## src/inc/dcd_params.svh

```systemverilog
// Command codes, register offsets, reset values and frame timing of the command decoder
`ifndef DCD_PARAMS_SVH
`define DCD_PARAMS_SVH
`define DCD_CMD_IDLE_EXIT 8'h38
`define DCD_CMD_IDLE_ENTRY 8'h39
`define DCD_CMD_PIX_FMT 8'h3A
`define DCD_CMD_TEAR_SET 8'h44
`define DCD_CMD_SCAN_RD 8'h45
`define DCD_CMD_BRIGHT_WR 8'h51
`define DCD_CMD_BRIGHT_RD 8'h52
`define DCD_CMD_LUM_WR 8'h53
`define DCD_CMD_LUM_RD 8'h54
`define DCD_CMD_DESC_START 8'hA1
`define DCD_CMD_DESC_CONT 8'hA8
`define DCD_CMD_ID1 8'hDA
`define DCD_CMD_ID2 8'hDB
`define DCD_CMD_ID3 8'hDC
`define DCD_FMT_MASK 8'h77
`define DCD_FMT_RST 8'h70
`define DCD_LUM_MASK 8'h2C
`define DCD_LUM_BRT_EN 5
`define DCD_LUM_DIM_EN 3
`define DCD_LUM_LIT_EN 2
`define DCD_VS 16'h0004
`define DCD_VBP 16'h000C
`define DCD_VACT 16'h0300
`define DCD_VFP 16'h0010
`define DCD_FRAME_LINES (`DCD_VS + `DCD_VBP + `DCD_VACT + `DCD_VFP)
`define DCD_LINE_CLKS_RST 16'h0040
`define DCD_DESC_DEPTH 16'h0010
`define DCD_DESC_AW 4
`define DCD_ESC_EXIT 8'hFF
`define DCD_REG_STATUS 8'h00
`define DCD_REG_LINE 8'h04
`define DCD_REG_DESC 8'h08
`endif

```

## src/inc/dcd_pkg.sv

```systemverilog
// Types shared by the command decoder modules
package dcd_pkg;
  typedef enum logic [2:0] {
    ST_CMD = 3'b001,
    ST_PARAM = 3'b010,
    ST_READ = 3'b100
  } dcd_state_t;
endpackage

```

## src/inc/dcd_link_if.sv

```systemverilog
// Byte carrier between serial front end and command core
interface dcd_link_if;
  logic byte_valid;
  logic byte_first;
  logic [7:0] byte_data;
  logic tx_start;
  logic [7:0] tx_byte;
  logic tx_done;
  modport rx (output byte_valid, byte_first, byte_data, tx_done, input tx_start, tx_byte);
  modport core (input byte_valid, byte_first, byte_data, tx_done, output tx_start, tx_byte);
endinterface

```

## src/rtl/dcd_spi_rx.sv

```systemverilog
// Serial link front end: pin synchronisers, bit shifting and read turnaround
`include "dcd_params.svh"
module dcd_spi_rx (
  input wire logic clk_in, // System clock
  input wire logic nrst_in, // Async reset, low
  input wire logic csx_n_in, // Chip select pin, low
  input wire logic scl_in, // Serial clock pin
  input wire logic sda_in, // Serial data pin level
  output logic sda_out, // Serial data drive value
  output logic sda_oe_n_out, // Low while driving data
  dcd_link_if.rx link // Byte side
);
  logic scl_s1, scl_s2, scl_d, cs_s1, cs_s2, sda_s1, sda_s2;
  logic [2:0] bitcnt_reg;
  logic [7:0] sh_in_reg, sh_out_reg;
  logic first_reg, driving_reg;
  logic rise, fall, active;

  always_ff @(posedge clk_in or negedge nrst_in) begin
    if (!nrst_in) begin
      scl_s1 <= 1'b0;
      scl_s2 <= 1'b0;
      scl_d <= 1'b0;
      cs_s1 <= 1'b1;
      cs_s2 <= 1'b1;
      sda_s1 <= 1'b0;
      sda_s2 <= 1'b0;
    end else begin
      scl_s1 <= scl_in;
      scl_s2 <= scl_s1;
      scl_d <= scl_s2;
      cs_s1 <= csx_n_in;
      cs_s2 <= cs_s1;
      sda_s1 <= sda_in;
      sda_s2 <= sda_s1;
    end
  end

  assign rise = scl_s2 & ~scl_d;
  assign fall = ~scl_s2 & scl_d;
  assign active = ~cs_s2;

  // Data and clock share the same sync delay, so sampling stays aligned
  always_ff @(posedge clk_in or negedge nrst_in) begin
    if (!nrst_in) begin
      bitcnt_reg <= 3'h0;
      sh_in_reg <= 8'h00;
      first_reg <= 1'b1;
      driving_reg <= 1'b0;
      link.byte_valid <= 1'b0;
      link.byte_first <= 1'b0;
      link.byte_data <= 8'h00;
      link.tx_done <= 1'b0;
    end else begin
      link.byte_valid <= 1'b0;
      link.tx_done <= 1'b0;
      if (!active) begin
        bitcnt_reg <= 3'h0;
        first_reg <= 1'b1;
        driving_reg <= 1'b0;
      end else begin
        if (link.tx_start) begin
          driving_reg <= 1'b1;
        end
        if (rise) begin
          bitcnt_reg <= bitcnt_reg + 3'h1;
          sh_in_reg <= {sh_in_reg[6:0], sda_s2};
          if (bitcnt_reg == 3'h7) begin
            if (driving_reg) begin
              link.tx_done <= 1'b1;
            end else begin
              link.byte_valid <= 1'b1;
              link.byte_first <= first_reg;
              link.byte_data <= {sh_in_reg[6:0], sda_s2};
              first_reg <= 1'b0;
            end
          end
        end
      end
    end
  end

  // Next byte is fetched at the last falling edge of each byte slot
  always_ff @(posedge clk_in or negedge nrst_in) begin
    if (!nrst_in) begin
      sh_out_reg <= 8'h00;
    end else if (active && driving_reg && fall) begin
      sh_out_reg <= (bitcnt_reg == 3'h0) ? link.tx_byte : {sh_out_reg[6:0], 1'b0};
    end
  end

  assign sda_out = sh_out_reg[7];
  assign sda_oe_n_out = ~driving_reg;

  property p_turnaround;
    @(posedge clk_in) disable iff (!nrst_in) driving_reg |-> !link.byte_valid;
  endproperty
  a_turnaround: assert property (p_turnaround) else $error("byte taken while driving");
endmodule // dcd_spi_rx

```

## src/rtl/dcd_top.sv

```systemverilog
// Display command decoder: serial command core, APB registers, scan, backlight, pixels
//
// The implementer's own choices: the register offsets and the APB register port.
`include "dcd_params.svh"
module dcd_top import dcd_pkg::*; #(
  parameter logic [7:0] MAKER_ID = 8'h5A, // Arbitrary value
  parameter logic [7:0] VERSION_ID = 8'h01, // Arbitrary value
  parameter logic [7:0] MODULE_ID = 8'h3C, // Arbitrary value
  parameter logic [15:0] SUPPLIER_ID = 16'h1234, // Arbitrary value
  parameter logic [15:0] ELECTIVE = 16'h0001 // Arbitrary value
) (
  input wire logic clk_in, // System clock, 40 MHz
  input wire logic nrst_in, // Async reset, low
  input wire logic psel_in, // APB select
  input wire logic penable_in, // APB enable
  input wire logic pwrite_in, // APB write
  input wire logic [7:0] paddr_in, // APB byte address
  input wire logic [31:0] pwdata_in, // APB write data
  output logic [31:0] prdata_out, // APB read data
  output logic pready_out, // APB ready
  output logic pslverr_out, // APB error
  input wire logic csx_n_in, // Link chip select, low
  input wire logic scl_in, // Link clock
  input wire logic sda_in, // Link data level
  output logic sda_out, // Link data drive
  output logic sda_oe_n_out, // Link drive enable, low
  input wire logic [23:0] pixel_in, // Pixel from frame memory
  input wire logic fm_write_in, // Frame memory written
  output logic [23:0] pixel_out, // Pixel to panel
  output logic [7:0] pixel_fmt_out, // Active pixel format
  output logic tear_out, // Tear signal
  output logic light_pwm_out, // Backlight drive
  output logic dimming_en_out, // Dimming enable
  output logic idle_mode_out // Idle mode active
);
  dcd_link_if link ();
  dcd_state_t state_reg;
  logic [7:0] cmd_reg, par_idx_reg, fmt_pend_reg, fmt_act_reg, bright_reg, lum_reg;
  logic [7:0] resp, lum_byte, desc_rd, pwm_cnt_reg;
  logic [15:0] rd_idx_reg, tear_line_reg, scan_cap_reg, line_reg, clk_cnt_reg;
  logic [15:0] line_clks_reg, desc_ptr_reg;
  logic [7:0] desc_mem [`DCD_DESC_DEPTH];
  logic idle_reg, tx_start_reg, cmd_in, wr_par, apb_wr, apb_rd;
  logic [23:0] reduced;

  function automatic logic is_read(input logic [7:0] c);
    case (c)
      `DCD_CMD_SCAN_RD, `DCD_CMD_BRIGHT_RD, `DCD_CMD_LUM_RD, `DCD_CMD_DESC_START,
      `DCD_CMD_DESC_CONT, `DCD_CMD_ID1, `DCD_CMD_ID2, `DCD_CMD_ID3: is_read = 1'b1;
      default: is_read = 1'b0;
    endcase
  endfunction

  function automatic logic [7:0] param_count(input logic [7:0] c);
    case (c)
      `DCD_CMD_TEAR_SET: param_count = 8'h02;
      `DCD_CMD_PIX_FMT, `DCD_CMD_BRIGHT_WR, `DCD_CMD_LUM_WR: param_count = 8'h01;
      default: param_count = 8'h00;
    endcase
  endfunction

  function automatic logic is_desc(input logic [7:0] c);
    is_desc = (c == `DCD_CMD_DESC_START) || (c == `DCD_CMD_DESC_CONT);
  endfunction

  dcd_spi_rx u_rx (
    .clk_in(clk_in),
    .nrst_in(nrst_in),
    .csx_n_in(csx_n_in),
    .scl_in(scl_in),
    .sda_in(sda_in),
    .sda_out(sda_out),
    .sda_oe_n_out(sda_oe_n_out),
    .link(link)
  );

  assign cmd_in = link.byte_valid & link.byte_first;
  assign wr_par = link.byte_valid & ~link.byte_first & (state_reg == ST_PARAM);

  // Any first byte starts a new command, so an aborted one never sticks
  always_ff @(posedge clk_in or negedge nrst_in) begin
    if (!nrst_in) begin
      state_reg <= ST_CMD;
      cmd_reg <= 8'h00;
      par_idx_reg <= 8'h00;
    end else if (cmd_in) begin
      cmd_reg <= link.byte_data;
      par_idx_reg <= 8'h00;
      if (is_read(link.byte_data)) begin
        state_reg <= ST_READ;
      end else if (param_count(link.byte_data) != 8'h00) begin
        state_reg <= ST_PARAM;
      end else begin
        state_reg <= ST_CMD;
      end
    end else if (wr_par) begin
      par_idx_reg <= par_idx_reg + 8'h01;
      if (par_idx_reg + 8'h01 == param_count(cmd_reg)) begin
        state_reg <= ST_CMD;
      end
    end else begin
      case (state_reg)
        ST_CMD, ST_PARAM, ST_READ: state_reg <= state_reg;
        default: state_reg <= ST_CMD;
      endcase
    end
  end

  always_ff @(posedge clk_in or negedge nrst_in) begin
    if (!nrst_in) begin
      tx_start_reg <= 1'b0;
      rd_idx_reg <= 16'h0000;
    end else begin
      tx_start_reg <= cmd_in & is_read(link.byte_data);
      if (cmd_in) begin
        rd_idx_reg <= 16'h0000;
      end else if (link.tx_done) begin
        rd_idx_reg <= rd_idx_reg + 16'h0001;
      end
    end
  end

  always_ff @(posedge clk_in or negedge nrst_in) begin
    if (!nrst_in) begin
      idle_reg <= 1'b0;
    end else if (cmd_in && link.byte_data == `DCD_CMD_IDLE_ENTRY) begin
      idle_reg <= 1'b1;
    end else if (cmd_in && link.byte_data == `DCD_CMD_IDLE_EXIT) begin
      idle_reg <= 1'b0;
    end
  end

  // Pending format only reaches the panel path on a frame memory write
  always_ff @(posedge clk_in or negedge nrst_in) begin
    if (!nrst_in) begin
      fmt_pend_reg <= `DCD_FMT_RST;
      fmt_act_reg <= `DCD_FMT_RST;
    end else begin
      if (wr_par && cmd_reg == `DCD_CMD_PIX_FMT) begin
        fmt_pend_reg <= link.byte_data & `DCD_FMT_MASK;
      end
      if (fm_write_in) begin
        fmt_act_reg <= fmt_pend_reg;
      end
    end
  end

  always_ff @(posedge clk_in or negedge nrst_in) begin
    if (!nrst_in) begin
      tear_line_reg <= 16'h0000;
    end else if (wr_par && cmd_reg == `DCD_CMD_TEAR_SET) begin
      if (par_idx_reg == 8'h00) begin
        tear_line_reg[15:8] <= link.byte_data;
      end else begin
        tear_line_reg[7:0] <= link.byte_data;
      end
    end
  end

  always_ff @(posedge clk_in or negedge nrst_in) begin
    if (!nrst_in) begin
      bright_reg <= 8'h00;
      lum_reg <= 8'h00;
    end else if (wr_par && cmd_reg == `DCD_CMD_BRIGHT_WR) begin
      bright_reg <= link.byte_data;
    end else if (wr_par && cmd_reg == `DCD_CMD_LUM_WR) begin
      lum_reg <= link.byte_data & `DCD_LUM_MASK;
    end
  end

  // Line zero is the first sync line; a zero line period is treated as one
  always_ff @(posedge clk_in or negedge nrst_in) begin
    if (!nrst_in) begin
      clk_cnt_reg <= 16'h0000;
      line_reg <= 16'h0000;
      scan_cap_reg <= 16'h0000;
      tear_out <= 1'b0;
    end else begin
      if (clk_cnt_reg + 16'h0001 >= line_clks_reg) begin
        clk_cnt_reg <= 16'h0000;
        line_reg <= (line_reg + 16'h0001 >= `DCD_FRAME_LINES) ? 16'h0000 : line_reg + 16'h0001;
      end else begin
        clk_cnt_reg <= clk_cnt_reg + 16'h0001;
      end
      if (cmd_in && link.byte_data == `DCD_CMD_SCAN_RD) begin
        scan_cap_reg <= line_reg;
      end
      tear_out <= (line_reg == tear_line_reg);
    end
  end

  // Descriptor pointer moves only for bytes fully shifted out
  always_ff @(posedge clk_in or negedge nrst_in) begin
    if (!nrst_in) begin
      desc_ptr_reg <= 16'h0000;
    end else if (cmd_in && link.byte_data == `DCD_CMD_DESC_START) begin
      desc_ptr_reg <= 16'h0000;
    end else if (link.tx_done && is_desc(cmd_reg)) begin
      desc_ptr_reg <= desc_ptr_reg + 16'h0001;
    end
  end

  always_ff @(posedge clk_in or negedge nrst_in) begin
    if (!nrst_in) begin
      for (int i = 0; i < `DCD_DESC_DEPTH; i++) begin
        desc_mem[i] <= `DCD_ESC_EXIT;
      end
      desc_mem[0] <= SUPPLIER_ID[7:0];
      desc_mem[1] <= SUPPLIER_ID[15:8];
      desc_mem[2] <= ELECTIVE[7:0];
      desc_mem[3] <= ELECTIVE[15:8];
    end else if (apb_wr && paddr_in == `DCD_REG_DESC) begin
      desc_mem[pwdata_in[8 +: `DCD_DESC_AW]] <= pwdata_in[7:0];
    end
  end

  // Past the stored block the reader keeps seeing the exit code
  assign desc_rd = (desc_ptr_reg < `DCD_DESC_DEPTH) ?
                   desc_mem[desc_ptr_reg[`DCD_DESC_AW-1:0]] : `DCD_ESC_EXIT;
  assign lum_byte = lum_reg & `DCD_LUM_MASK;

  always_comb begin
    case (cmd_reg)
      `DCD_CMD_BRIGHT_RD: resp = bright_reg;
      `DCD_CMD_LUM_RD: resp = lum_byte;
      `DCD_CMD_SCAN_RD: resp = (rd_idx_reg == 16'h0000) ? scan_cap_reg[15:8] :
                                (rd_idx_reg == 16'h0001) ? scan_cap_reg[7:0] : 8'h00;
      `DCD_CMD_DESC_START, `DCD_CMD_DESC_CONT: resp = desc_rd;
      `DCD_CMD_ID1: resp = MAKER_ID;
      `DCD_CMD_ID2: resp = VERSION_ID;
      `DCD_CMD_ID3: resp = MODULE_ID;
      default: resp = 8'h00;
    endcase
  end

  assign link.tx_start = tx_start_reg;
  assign link.tx_byte = resp;

  // Brightness block off means full drive while backlight is on
  always_ff @(posedge clk_in or negedge nrst_in) begin
    if (!nrst_in) begin
      pwm_cnt_reg <= 8'h00;
      light_pwm_out <= 1'b0;
    end else begin
      pwm_cnt_reg <= pwm_cnt_reg + 8'h01;
      light_pwm_out <= lum_reg[`DCD_LUM_LIT_EN] &
                       (~lum_reg[`DCD_LUM_BRT_EN] | (pwm_cnt_reg < bright_reg));
    end
  end

  generate
    for (genvar g = 0; g < 3; g++) begin : g_reduce
      assign reduced[g*8 +: 8] = {8{pixel_in[g*8+7]}};
    end
  endgenerate

  always_ff @(posedge clk_in or negedge nrst_in) begin
    if (!nrst_in) begin
      pixel_out <= 24'h000000;
    end else begin
      pixel_out <= idle_reg ? reduced : pixel_in;
    end
  end

  assign pixel_fmt_out = fmt_act_reg;
  assign dimming_en_out = lum_reg[`DCD_LUM_DIM_EN];
  assign idle_mode_out = idle_reg;

  // Zero wait state slave; unmapped addresses answer with an error
  assign pready_out = 1'b1;
  assign apb_wr = psel_in & penable_in & pwrite_in;
  assign apb_rd = psel_in & penable_in & ~pwrite_in;

  always_ff @(posedge clk_in or negedge nrst_in) begin
    if (!nrst_in) begin
      line_clks_reg <= `DCD_LINE_CLKS_RST;
    end else if (apb_wr && paddr_in == `DCD_REG_LINE) begin
      line_clks_reg <= pwdata_in[15:0];
    end
  end

  always_comb begin
    prdata_out = 32'h00000000;
    pslverr_out = 1'b0;
    if (apb_wr || apb_rd) begin
      case (paddr_in)
        `DCD_REG_STATUS: prdata_out = {line_reg, bright_reg, lum_byte[7:1], idle_reg};
        `DCD_REG_LINE: prdata_out = {16'h0000, line_clks_reg};
        `DCD_REG_DESC: prdata_out = 32'h00000000;
        default: pslverr_out = 1'b1;
      endcase
    end
  end

  property p_idle_entry;
    @(posedge clk_in) disable iff (!nrst_in)
      cmd_in && link.byte_data == `DCD_CMD_IDLE_ENTRY |=> idle_mode_out ##1 pixel_out == reduced;
  endproperty
  a_idle_entry: assert property (p_idle_entry) else $error("idle entry missed");

  property p_idle_exit;
    @(posedge clk_in) disable iff (!nrst_in)
      cmd_in && link.byte_data == `DCD_CMD_IDLE_EXIT |=> !idle_mode_out;
  endproperty
  a_idle_exit: assert property (p_idle_exit) else $error("idle exit missed");

  property p_idle_repeat;
    @(posedge clk_in) disable iff (!nrst_in)
      cmd_in && link.byte_data == `DCD_CMD_IDLE_ENTRY && idle_reg |=> $stable(idle_reg);
  endproperty
  a_idle_repeat: assert property (p_idle_repeat) else $error("idle state changed");

  property p_fmt_hold;
    @(posedge clk_in) disable iff (!nrst_in) !fm_write_in |=> $stable(pixel_fmt_out);
  endproperty
  a_fmt_hold: assert property (p_fmt_hold) else $error("format changed early");

  property p_tear;
    @(posedge clk_in) disable iff (!nrst_in) line_reg == tear_line_reg |=> tear_out;
  endproperty
  a_tear: assert property (p_tear) else $error("tear not raised");

  property p_bright;
    @(posedge clk_in) disable iff (!nrst_in)
      wr_par && cmd_reg == `DCD_CMD_BRIGHT_WR |=> bright_reg == $past(link.byte_data);
  endproperty
  a_bright: assert property (p_bright) else $error("brightness not stored");

  property p_light_off;
    @(posedge clk_in) disable iff (!nrst_in) !lum_reg[`DCD_LUM_LIT_EN] [*2] |-> !light_pwm_out;
  endproperty
  a_light_off: assert property (p_light_off) else $error("backlight driven while off");

  property p_desc_start;
    @(posedge clk_in) disable iff (!nrst_in)
      cmd_in && link.byte_data == `DCD_CMD_DESC_START |=> desc_ptr_reg == 16'h0 && tx_start_reg;
  endproperty
  a_desc_start: assert property (p_desc_start) else $error("descriptor start wrong");

  property p_lum_rd;
    @(posedge clk_in) disable iff (!nrst_in)
      cmd_reg == `DCD_CMD_LUM_RD |-> (link.tx_byte & ~`DCD_LUM_MASK) == 8'h00;
  endproperty
  a_lum_rd: assert property (p_lum_rd) else $error("control read reserved bits set");
endmodule // dcd_top

```

## config.mk

```make
export PLATFORM = sky130hd
export DESIGN_NAME = dcd_top
export DESIGN_NICKNAME = d
export VERILOG_FILES = /design/src/inc/dcd_pkg.sv /design/src/inc/dcd_link_if.sv /design/src/rtl/dcd_spi_rx.sv /design/src/rtl/dcd_top.sv
export VERILOG_INCLUDE_DIRS = /design/src /design/src/inc
export SDC_FILE = /design/constraint.sdc
export NUM_CORES = 1
export LEC_CHECK = 0
export BUFFER_PORTS_ARGS = -buffer_cell sky130_fd_sc_hd__buf_4
export CORE_MARGIN = 4
export CORE_UTILIZATION = 54
export DETAILED_ROUTE_END_ITERATION = 7
export PLACE_DENSITY = 0.74
export SLEW_MARGIN = 20
export SYNTH_ARGS = -nofsm -noshare
export SYNTH_HDL_FRONTEND = slang
export SYNTH_HIERARCHICAL = 1
export SYNTH_SLANG_ARGS = --single-unit
export TNS_END_PERCENT = 10
```

## constraint.sdc

```tcl
create_clock -name clk_in -period 3 [get_ports clk_in]
set_clock_uncertainty 0.2 [all_clocks]
set_input_delay 0.3 -clock clk_in [delete_from_list [all_inputs] [get_ports clk_in]]
set_output_delay 0.3 -clock clk_in [all_outputs]
set_load 0.1 [all_outputs]
```

### Word level (Yosys, flattened, before mapping)

Index checks and enable logic that the tools add are counted.

* $add $sub $neg: 7
* $lt $le $gt $ge: 7
* equal/unequal tests: 38
* multiplexer cells: 56
* bitwise logic cells: 22
* reductions and logical operators: 41

Operator list (number)
* $bwmux 128: 1
* $mux 8: 13
* $eq 8x7->1 const B: 12
* $mux 16: 6
* $eq 8x8->1 const B: 10
* $add 16x1->16 const B: 4
* $pmux 32 s2: 1
* $pmux 8 s7: 1
* $bmux 8 s4: 1
* $demux 8 s4: 1
* $eq 8x6->1 const B: 4
* $mux 32: 1
* $mux 23: 1
* $mux 3: 7
* $mux 1: 20
* $add 8x1->8 const B: 2
* $eq 16x1->1 const B: 1
* $eq 16x16->1: 1
* $ge 16x10->1 const B: 1
* $ge 16x16->1: 1
* $logic_not 16->1: 1
* $logic_not 8->1: 2
* $lt 16x5->1 const B: 1
* $logic_and 1x1->1: 14
* other kinds (29): 64

* bits in registers: 356
* bits of input ports: 73
* output and inout port bits: 72
* word-level logic and storage cells: 224

### Depth between registers and ports, before layout

Gate-level depths: netlist of the first run.

* word-level depth: 10
* mapped depth: 15
* depth with buffers taken out: 14

### Modules after synthesis

Netlist of the first run, hierarchy kept.

By module, submodules not included
* dcd_top: instances 1, cells an instance 1333, area each 15750.1 um2, sequential area each 8095.3 um2
* dcd_spi_rx: instances 1, cells an instance 106, area each 1515.2 um2, sequential area each 954.7 um2

### Worst setup path after synthesis of the first run

No wires, ideal clock.

* path kind: in2out
* start point: in paddr_in[1]
* end point: out prdata_out[25]
* arrival: 3.261 ns
* data required time: 2.500 ns
* path slack: -0.761 ns
* stages on the path: 5
* path buffers: 1
* cell sequence: nor4_1 > nand4_1 > or2_2 > clkbuf_1 > nor3_1

* longest elaborated chain between the ends: 3
* elaborated cells between the ends (all ways): 4
* those cells by class: 1 x eq/ne; 2 x mux; 1 x reduce/logical

RTL lines
* start: declaration: line dcd_top.sv:17 `input wire logic [7:0] paddr_in,`
* $eq 8x3->1 / $logic_not 8->1 (equally long branches): line dcd_top.sv:286 `case (paddr_in)`
* $pmux 32 s2 *: line dcd_top.sv:286
* $mux 32 *: line dcd_top.sv:285 `if (apb_wr || apb_rd) begin`
* end: declaration: line dcd_top.sv:19 `output logic [31:0] prdata_out,`

Every way passes the cells marked *; elsewhere a longest branch is shown, timed or not.

### Worst setup path after layout of the first run

* start point: reg clk_cnt_reg[0]
* end point: reg line_reg[6]

* longest elaborated chain between the ends: 2

RTL lines
* start: declaration: line dcd_top.sv:40 `logic [15:0] rd_idx_reg, tear_line_reg, scan_cap_reg, line_reg, clk_cnt_reg;`
* start signal: assignment: line dcd_top.sv:183 `clk_cnt_reg <= clk_cnt_reg + 16'h0001;`
* $add 16x1->16: line dcd_top.sv:179 `if (clk_cnt_reg + 16'h0001 >= line_clks_reg) begin`
* $ge 16x16->1: line dcd_top.sv:179
* end signal: assignment: line dcd_top.sv:181 `` line_reg <= (line_reg + 16'h0001 >= `DCD_FRAME_LINES) ? 16'h0000 : line_reg + 16'h0001; ``
* end: declaration: line dcd_top.sv:40

Every way passes these cells.
A chain may end at the register's enable or synchronous reset.

==> impl_results.md, run 1 <==
* Cell mode on critical path: nand3_2
* F_max at about 330 MHz
* Worst-path cell chain: ha_2, nand3_2, nor2_2, buf_4, nand3_2, xnor2_2, ha_1, nand2_2, nor2_4, nand4_1, o21a_4, buf_6, or3_4, a21oi_2, a21o_1
* Synthesized area at around 17000 µm²
* Chip Height at between 150 and 200 µm
* GRT overflow at 0
* Reg2Reg Depth at 15
* Worst hold endpoint: u_rx/sda_s2
* Initial antenna violation count at 0
* Tot Pwr at ~0.011 W
* Slew Viols, Final at 0
* Leak Pwr at just under 10 nW
* Clock root cell: clkbuf_16
* Max cap viols at 0
* Average size of a mapped cell at between 10 and 15 µm²
* Reg-to-reg startpoint: clk_cnt_reg[0]
* Gr usage total at between 20% and 30%
* Placed cell count at around 2000
* Die Width at 187 µm
* Final Hold Fails at 0
* RR Endpoint: line_reg[6]
* Routed Antenna Nets at 0
* Crit path kind: flip-flop to flip-flop
* Largest net degree at the start of global routing at 79
* Drt pass-1 iters at 5
* Layout Utilization at between 60% and 70%
* RSZ-0062 raised after global routing: true
* Layout area overhead at 21.6%
* Req. time, crit path at ~3.3 ns
* Max H-tree Level at 2
* Crit Path Max Fanout at 5
* Worst hold path type: flip-flop to flip-flop
* CTS tree: built
* CTS sink count at about 360
* Hold Slack at roughly 0.15 ns
* # nets final at between 1500 and 2000
* Nature of the critical path endpoint: flip-flop
* Final wirelength at approximately 38000 µm
* Regs by FF count: desc_mem x128, pixel_out x24
* Core area at approximately 32000 µm²
* Crit share post-route at 102%
* Crit path buffers/inverters at 2
* Layout cell share with drive strength beyond 1 at between 40% and 50%
* Slowest library cell on the worst path: dfrtp_1
* Vias per std cell at 5.69
* Post-synthesis cell count at approximately 1400
* Worst Hold Launch: u_rx/sda_s1
* Worst Path Arrival at between 3 and 4 ns
* # DRC at 0
* I/O Pins at 145
* Final WS setup at -0.0608 ns
* Max reg flops at 128
* TritonCTS Buffers at 38
* Count of cell types in the netlist at between 60 and 70
* Clk_lat worst skew at approximately 0.52 ns
* First-pass GRT wire length at approximately 65000 µm
* Launch point of the worst path: clk_cnt_reg[0]
* Vias at ~12000
* Proportion of synthesized chip area in sequential cells at a little over half
* Initial DRC Count at between 700 and 800
* Register with the most flip-flops: desc_mem
* WL/cell at about 18 µm
* Ys async rst share at 100%
* Ys flop type: dfrtp_1
* Max rail drop VDD at 424 µV
* Pwr dens at approximately 540 nW/µm²
* Flop2flop setup slack at -0.06 ns
* Post-synth EDFFs at 0
* Vias in the first global route at around 13000
* Port bufs at about 130
* Worst Tran Pin Value at roughly 0.67 ns
* Final Non-Filler Cells at 2083
* Failing checks: setup timing
* RD Place Congestion at just under 0.9
* FF+latch count, synth at 356
* Row Count at 65
* Die area at around 35000 µm²
* Effective utilization at floorplan at between 50 and 60%
* Slew headroom at a little under three fifths
* Syn. warnings at 6
* Hpwl dp at ~26000 µm
* Fill cells at between 2000 and 2500
* ANT cells at 0
* CP delay by family, top: simple AND/OR/NAND/NOR gates
* Final setup vio count at 5
* Clock-pin transition on the worst setup and hold timing paths at about 0.07 ns
* Status: complete, but fails checks
* Fin crit period at roughly 3 ns
* Max stage delay on crit path at roughly 0.37 ns
* Startpoint Class: flip-flop
* Clock tree buffer depth at 3
* Hold path depth at 0
==> report_power, final <==
part	switching (W)	internal (W)	total [W]
Clock	0.00190	0.00304	0.00494
Sequential	0.0000883	0.00494	0.00503
Combinational	0.000831	0.000574	0.00140
Total	0.00282	0.00855	0.0114
==> worst register-to-register path: cells and delay by family (launching register included) <==
kind            cells  cell delay [ns]
simple gates        7             0.99
compound gates      3             0.52
fa+ha+maj           2             0.49
flops               1             0.37
buf+inv             2             0.27
xor+xnor            1             0.15
==> cell type report <==
cell class / count / area [µm²] / share of cell area, %
clock buffers: 51 / 1070 / 5.10
flip-flops and latches: 356 / 9050 / 43.1
repair buffers: 249 / 2090 / 9.95
well taps: 402 / 503 / 2.40
inverters: 59 / 221 / 1.05
clock inverters: 16 / 258 / 1.23
multi-input cells: 950 / 7800 / 37.2
==> routing by layer <==
layer / track usage, % / up-vias / share of wire (%)
met1: 29.8 / 5951 / 43
li1: - / 5524 / -
met3: 3.51 / 88 / 4.6
met2: 37.8 / 296 / 49
met4: 7.05 / 0 / 3.0
met5: 0 / - / 0
==> logic make-up after synthesis <==
group,after synthesis,share of synthesized area [%]
muxes,272,20.3
and+or+nand+nor,398,12.0
adders and majority gates,35,2.54
buffers and inverters,134,3.25
other,2,0.0435
xor gates and xnor gates,65,3.30
DFF,356,52.4
AOI/OAI and AO/OA,177,6.07
==> what timing repair did <==
action,in CTS,in global routing
gates resized for setup,8,24
hold endpoints to repair,233,0
setup buffers,0,4
pin swaps,14,17
cloned,0,0
setup endpoints to repair,8,25
hold buffers,45,0
==> how the worst max path moves through the flow <==
stage / end / slack (ns) / cells after the start
2_1_floorplan: pslverr_out / -0.22 / 4
3_3_place_gp: line_reg[8] / -0.11 / 14
4_1_cts: line_reg[0] / -0.01 / 14
3_5_place_dp: line_reg[8] / -0.15 / 14
6_report: line_reg[6] / -0.06 / 15
5_1_grt: line_reg[6] / -0.22 / 14
==> synth_stat cells, drive strengths merged (24+ instances only) <==
cell type / n / share of area, %
mux2: 208 / 14
nand2: 99 / 2.2
nor2: 91 / 2.0
nand3: 32 / 0.99
mux2i: 24 / 1.4
xnor2: 37 / 1.9
xor2: 28 / 1.4
inv: 59 / 1.3
dfstp: 113 / 17
and2: 39 / 1.4
a21oi: 44 / 1.3
mux4: 40 / 5.2
clkbuf: 57 / 1.2
nand4: 25 / 0.99
dfrtp: 243 / 35
o21ai: 77 / 2.2
ha: 35 / 2.5
==> cells in the final DEF, fill, tap and decap left out, types with 26 or more instances in the layout <==
cell             n
inv_1           59
and2_1          38
ha_1            34
mux4_2          40
nand3_1         26
a21oi_1         41
dfrtp_1        242
xor2_1          28
dfstp_2        113
o21ai_0         75
nor2_1          88
clkbuf_16       38
buf_4          193
dlygate4sd3_1   45
mux2_2         200
xnor2_1         34
nand2_1         97
==> metrics by stage <==
stage / instance area (µm²) / setup TNS (ns) / setup WS, ns
global placement: 19000 / -0.590 / -0.110
floorplan: 17300 / -2.48 / -0.221
finish: 21000 / -0.172 / -0.0608
detailed placement: 19000 / -0.838 / -0.151
CTS: 20800 / -0.0257 / -0.00962
global route: 21000 / -1.32 / -0.221
(Power assumes the default switching activity.)
==> inputs of run 2 (changes only) <==
CORE_MARGIN = 1   (was 4)
==> impl_results.md, run 2 (synthesized netlist as in run 1, its figures left out) <==
* Slowest library cell on the worst path: or4_1 (was dfrtp_1)
* TritonCTS Buffers at 39 (was 38)
* Worst hold path type: primary input to async pin (was flip-flop to flip-flop)
* Vias at 11800 (was 11900)
* Final Hold Fails at 0 (unchanged)
* # nets final at 1773 (was 1762)
* WL/cell at 18.4 µm (was 18.5 µm)
* Crit path kind: flip-flop to flip-flop (unchanged)
* Regs by FF count: desc_mem x128, pixel_out x24 (unchanged)
* Setup_tns at -0.898 ns (was -0.172 ns)
* First-pass GRT wire length at 63100 µm (was 65000 µm)
* Worst Tran Pin Value at 0.622 ns (was 0.669 ns)
* Clock-pin transition on the worst setup and hold timing paths at 0.06 ns (was 0.07 ns)
* Gr usage total at 24.1% (was 22.3%)
* Max rail drop VDD at 409 µV (was 424 µV)
* Clk_lat worst skew at 0.53 ns (was 0.52 ns)
* Max H-tree Level at 2 (unchanged)
* Worst-path cell chain: and3_4, nand2_2, nor2_4, and2_4, nand3_4, xnor2_2, ha_1, nand2_2, nor2_4, nand4_1, o21a_2, buf_4, or4_1, a21oi_1, a21o_1 (was ha_2, nand3_2, nor2_2, buf_4, nand3_2, xnor2_2, ha_1, nand2_2, nor2_4, nand4_1, o21a_4, buf_6, or3_4, a21oi_2, a21o_1)
* Hold Slack at 0.140 ns (was 0.152 ns)
* CTS tree: built (unchanged)
* Die area at 32700 µm² (was 34900 µm²)
* RD Place Congestion at 0.862 (was 0.879)
* Slew Viols, Final at 0 (unchanged)
* Final setup vio count at 13 (was 5)
* Most frequent cells in the layout: dfrtp_1, buf_4, mux2_2 (was dfrtp_1, mux2_2, buf_4)
* Max reg flops at 128 (unchanged)
* Nature of the critical path endpoint: flip-flop (unchanged)
* Crit Path Max Fanout at 4 (was 5)
* Max cap viols at 0 (unchanged)
* Core area at 31500 µm² (was 31600 µm²)
* CP delay by family, top: simple AND/OR/NAND/NOR gates (unchanged)
* RSZ-0062 raised after global routing: true (unchanged)
* Final WS setup at -0.222 ns (was -0.0608 ns)
* Crit path buffers/inverters at 1 (was 2)
* I/O Pins at 145 (unchanged)
* CTS sink count at 356 (unchanged)
* Effective utilization at floorplan at 54.9% (was 54.7%)
* Crit share post-route at 107% (was 102%)
* Final Cell Area at 21100 µm² (was 21000 µm²)
* Failing checks: setup timing (unchanged)
* Layout cell share with drive strength beyond 1 at 40.5% (was 40.1%)
* Fill cells at 2252 (was 2280)
* Register with the most flip-flops: desc_mem (unchanged)
* DP Area at 19000 µm² (about the same)
* Initial DRC Count at 722 (was 774)
* Clock root cell: clkbuf_16 (unchanged)
* Final wirelength at 38600 µm (was 38500 µm)
* ANT cells at 0 (unchanged)
* Layout Utilization at 66.9% (was 66.5%)
* Die Width at 181 µm (was 187 µm)
* Leak Pwr at 9.63 nW (was 9.62 nW)
* Fin crit period at 3.22 ns (was 3.06 ns)
* Layout area overhead at 22.0% (was 21.6%)
* Largest net degree at the start of global routing at 76 (was 79)
* Row Count at 65 (unchanged)
* # DRC at 0 (unchanged)
* Routed Antenna Nets at 0 (unchanged)
* Max stage delay on crit path at 0.40 ns (was 0.37 ns)
* Commonest non-fill, non-tap cell in the layout: dfrtp_1 (unchanged)
* Vias in the first global route at 12300 (was 12600)
* Chip Height at 181 µm (was 187 µm)
* Slew headroom at 58.6% (was 55.4%)
* Status: complete, but fails checks (unchanged)
* Startpoint Class: flip-flop (unchanged)
* Port bufs at 125 (unchanged)
* Drt pass-1 iters at 5 (unchanged)
* Req. time, crit path at 3.28 ns (was 3.26 ns)
* Worst Path Arrival at 3.50 ns (was 3.32 ns)
* F_max at 310 MHz (was 327 MHz)
* Hpwl dp at 26200 µm (was 26500 µm)
* Clock tree buffer depth at 3 (unchanged)
* Initial antenna violation count at 0 (unchanged)
* GRT overflow at 0 (unchanged)
* Vias per std cell at 5.62 (was 5.69)
* Pwr dens at 539 nW/µm² (was 542 nW/µm²)
[run 2: changes by cell type in the layout (fill, tap and decap cells not counted), sizes merged]
cell      delta
buf         +10
clkbuf       +6
bufinv       -3
clkinv       +2
inv          -3
clkinvlp     +2
[run 2: path summary, 6_finish.rpt]
check                                    start              to  slack, ns  cells after the start
worst max-delay path            clk_cnt_reg[0]     line_reg[8]      -0.22                     15
max in group asynchronous              nrst_in  u_rx/first_reg       1.52                      3
worst min register to register     u_rx/scl_s1     u_rx/scl_s2       0.15                      0
min in group clk_in                u_rx/scl_s1     u_rx/scl_s2       0.15                      0
worst max register to register  clk_cnt_reg[0]     line_reg[8]      -0.22                     15
worst min-delay path                   nrst_in   idle_mode_out       0.14                      2
[run 2: metal layers]
| layer | GRT usage (%) | up-vias | routed length [µm] |
|---|---|---|---|
| met1 | 30.9 | 5925 | 16500 |
| met3 | 3.10 | 54 | 1400 |
| li1 | - | 5537 | - |
| met4 | 6.60 | 0 | 782 |
| met5 | 0 | - | 0 |
| met2 | 42.9 | 270 | 19900 |
[run 2: stage by stage]
step                std cells  setup slack [ns]  power, W
floorplan                1440            -0.221   0.00583
finish                   2097            -0.222    0.0113
CTS                      2091           -0.0330    0.0113
detailed placement       1968            -0.198   0.00638
global placement         1968            -0.106   0.00634
global route             2097            -0.343    0.0118
[run 2: worst register-to-register path: cells and delay by family, from the launching register on]
family          cells  cell delay, ns
buf+inv             1            0.15
simple gates        9            1.41
flops               1            0.37
xor+xnor            1            0.16
compound gates      3            0.52
fa+ha+maj           1            0.33
[run 2: timing repair]
action,in CTS,in global routing
resized for setup,22,18
pin swaps,25,9
buffers inserted,7,6
hold buffers,45,0
hold endpoints to repair,246,0
cloned,0,0
setup endpoints to repair,10,28
[run 2: where the power goes]
part	total (W)	internal, W	leakage, nW	switching [W]
logic	0.00151	0.000656	4.56	0.000850
registers	0.00503	0.00494	4.44	0.0000896
clock network	0.00481	0.00289	0.634	0.00191
[run 2: area by class of cell]
class / count / area, µm² / area share [%]
sequential: 356 / 9050 / 43.0
multi-input combinational: 950 / 7820 / 37.1
timing repair buffer: 259 / 2160 / 10.3
clock buffer: 57 / 1130 / 5.39
tap: 402 / 503 / 2.39
inverter: 59 / 221 / 1.05
clock inverter: 14 / 168 / 0.796
==> inputs of run 3 (changes only) <==
CORE_UTILIZATION = 42   (was 54)
PLACE_DENSITY = 0.6   (was 0.74)
TNS_END_PERCENT = 1   (was 10)
==> impl_results.md, run 3 (synthesized netlist as in run 1, its figures left out) <==
* Status: complete, but fails checks (unchanged)
* Failing checks: setup timing (unchanged)
* Crit path kind: flip-flop to flip-flop (unchanged)
* RD Place Congestion at 0.872 (was 0.862)
* Crit Path Max Fanout at 5 (was 4)
* Worst hold path type: primary input to async pin (unchanged)
* Clock-pin transition on the worst setup and hold timing paths at 0.06 ns (about the same)
* Port bufs at 125 (unchanged)
* Max reg flops at 128 (unchanged)
* Initial antenna violation count at 0 (unchanged)
* Vias at 11700 (was 11800)
* Final Hold Fails at 0 (unchanged)
* Nature of the critical path endpoint: flip-flop (unchanged)
* Final WS setup at -0.0424 ns (was -0.222 ns)
* Leak Pwr at 9.70 nW (was 9.63 nW)
* Gr usage total at 19.7% (was 24.1%)
* Final setup vio count at 4 (was 13)
* Core area at 40100 µm² (was 31500 µm²)
* Max rail drop VDD at 443 µV (was 409 µV)
* Chip Height at 205 µm (was 181 µm)
* Regs by FF count: desc_mem x128, pixel_out x24 (unchanged)
* Worst Tran Pin Value at 0.682 ns (was 0.622 ns)
* # nets final at 1776 (was 1773)
* Req. time, crit path at 3.31 ns (was 3.28 ns)
* Worst Path Arrival at 3.35 ns (was 3.50 ns)
* Clock tree buffer depth at 3 (unchanged)
* Clk_lat worst skew at 0.57 ns (was 0.53 ns)
* Routed Antenna Nets at 0 (unchanged)
* Final wirelength at 39700 µm (was 38600 µm)
* Pwr dens at 545 nW/µm² (was 539 nW/µm²)
* # DRC at 0 (unchanged)
* I/O Pins at 145 (unchanged)
* GRT overflow at 0 (unchanged)
* Pre-CTS setup slack at -0.220 ns (was -0.198 ns)
* TritonCTS Buffers at 40 (was 39)
* Max cap viols at 0 (unchanged)
* Slew Viols, Final at 0 (unchanged)
* RSZ-0062 raised after global routing: true (unchanged)
* Max H-tree Level at 2 (unchanged)
* Layout cell share with drive strength beyond 1 at 40.7% (was 40.5%)
* Commonest non-fill, non-tap cell in the layout: dfrtp_1 (unchanged)
* Effective utilization at floorplan at 43.1% (was 54.9%)
* Crit share post-route at 101% (was 107%)
* Die Width at 205 µm (was 181 µm)
* Vias per std cell at 5.26 (was 5.62)
* Most frequent cells in the layout: dfrtp_1, buf_4, mux2_2 (unchanged)
* Initial DRC Count at 634 (was 722)
* Clock root cell: clkbuf_16 (unchanged)
* Hold Slack at 0.0900 ns (was 0.140 ns)
* CTS tree: built (unchanged)
* Largest net degree at the start of global routing at 80 (was 76)
* Layout area overhead at 23.7% (was 22.0%)
* Vias in the first global route at 12000 (was 12300)
* Slew headroom at 54.5% (was 58.6%)
* Fin crit period at 3.04 ns (was 3.22 ns)
* CTS sink count at 356 (unchanged)
* First-pass GRT wire length at 64900 µm (was 63100 µm)
* Register with the most flip-flops: desc_mem (unchanged)
* WL/cell at 17.8 µm (was 18.4 µm)
* Die area at 41900 µm² (was 32700 µm²)
* Drt pass-1 iters at 4 (was 5)
* Hpwl dp at 27900 µm (was 26200 µm)
* Fill cells at 3429 (was 2252)
* Row Count at 73 (was 65)
* Startpoint Class: flip-flop (unchanged)
* F_max at 329 MHz (was 310 MHz)
* ANT cells at 0 (unchanged)
## run 3: layer usage
metal  part of all wire [%]  GRT usage [%]  up-vias  wire length, µm
li1                       -              -     5551                -
met1                     45           26.1     5873            17800
met2                     49           33.0      216            19500
met3                    3.8           3.37       67             1490
met4                    2.3           5.86        0              928
met5                      0              0        -                0
## run 3: timing repair
item	in CTS	in global routing
pin swaps	20	17
endpoints found under the setup margin	13	29
setup buffers	4	1
resized for setup	17	24
hold endpoints to repair	248	0
hold buffers	47	0
## run 3: area by class of cell
cell class | instances | area, µm² | share of cell area [%]
Tap cell | 525 | 657 | 3.08
Timing Repair Buffer | 261 | 2160 | 10.1
Sequential cell | 356 | 9050 | 42.4
Clock inverter | 16 | 241 | 1.13
Inverter | 59 | 221 | 1.04
Multi-Input combinational cell | 950 | 7860 | 36.8
Clock buffer | 58 | 1170 | 5.48
## run 3: worst max-delay path: stages (launching register included)
cell     delay [ns]
dfrtp_1        0.38
and4_1         0.22
and3_4         0.19
and2_4         0.16
buf_4          0.13
xor2_2         0.15
ha_1           0.32
nand2_2        0.08
nor2_4         0.09
nand4_1        0.14
o21a_4         0.25
buf_6          0.12
or3_4          0.32
a21oi_2        0.14
a21o_1         0.09
## run 3: power breakdown
part	switching (W)	leakage, nW	internal [W]
registers	0.0000917	4.44	0.00494
clock network	0.00201	0.688	0.00317
logic	0.000831	4.57	0.000589
## run 3: worst paths after layout
path / endpoint / slack (ns) / cells after the start / from
worst max-delay path: line_reg[3] / -0.04 / 14 / clk_cnt_reg[9]
worst min-delay path: line_reg[5] / 0.09 / 2 / nrst_in
worst max register to register: line_reg[3] / -0.04 / 14 / clk_cnt_reg[9]
worst min register to register: u_rx/scl_s2 / 0.15 / 0 / u_rx/scl_s1
max in group asynchronous: desc_mem[52] / 1.61 / 3 / nrst_in
min in group clk_in: u_rx/scl_s2 / 0.15 / 0 / u_rx/scl_s1
## run 3: through the flow
step / instances / utilization (%) / TNS (ns) / area (µm²) / total power [W]
6_report: 2225 / 53.3 / -0.0979 / 21400 / 0.0116
3_5_place_dp: 2099 / 48.0 / -1.14 / 19200 / 0.00642
3_3_place_gp: 2099 / 48.0 / -0.572 / 19200 / 0.00639
4_1_cts: 2224 / 52.9 / -0.122 / 21200 / 0.0118
5_1_grt: 2225 / 53.3 / -0.955 / 21400 / 0.0122
2_1_floorplan: 1440 / - / -2.48 / 17300 / 0.00583
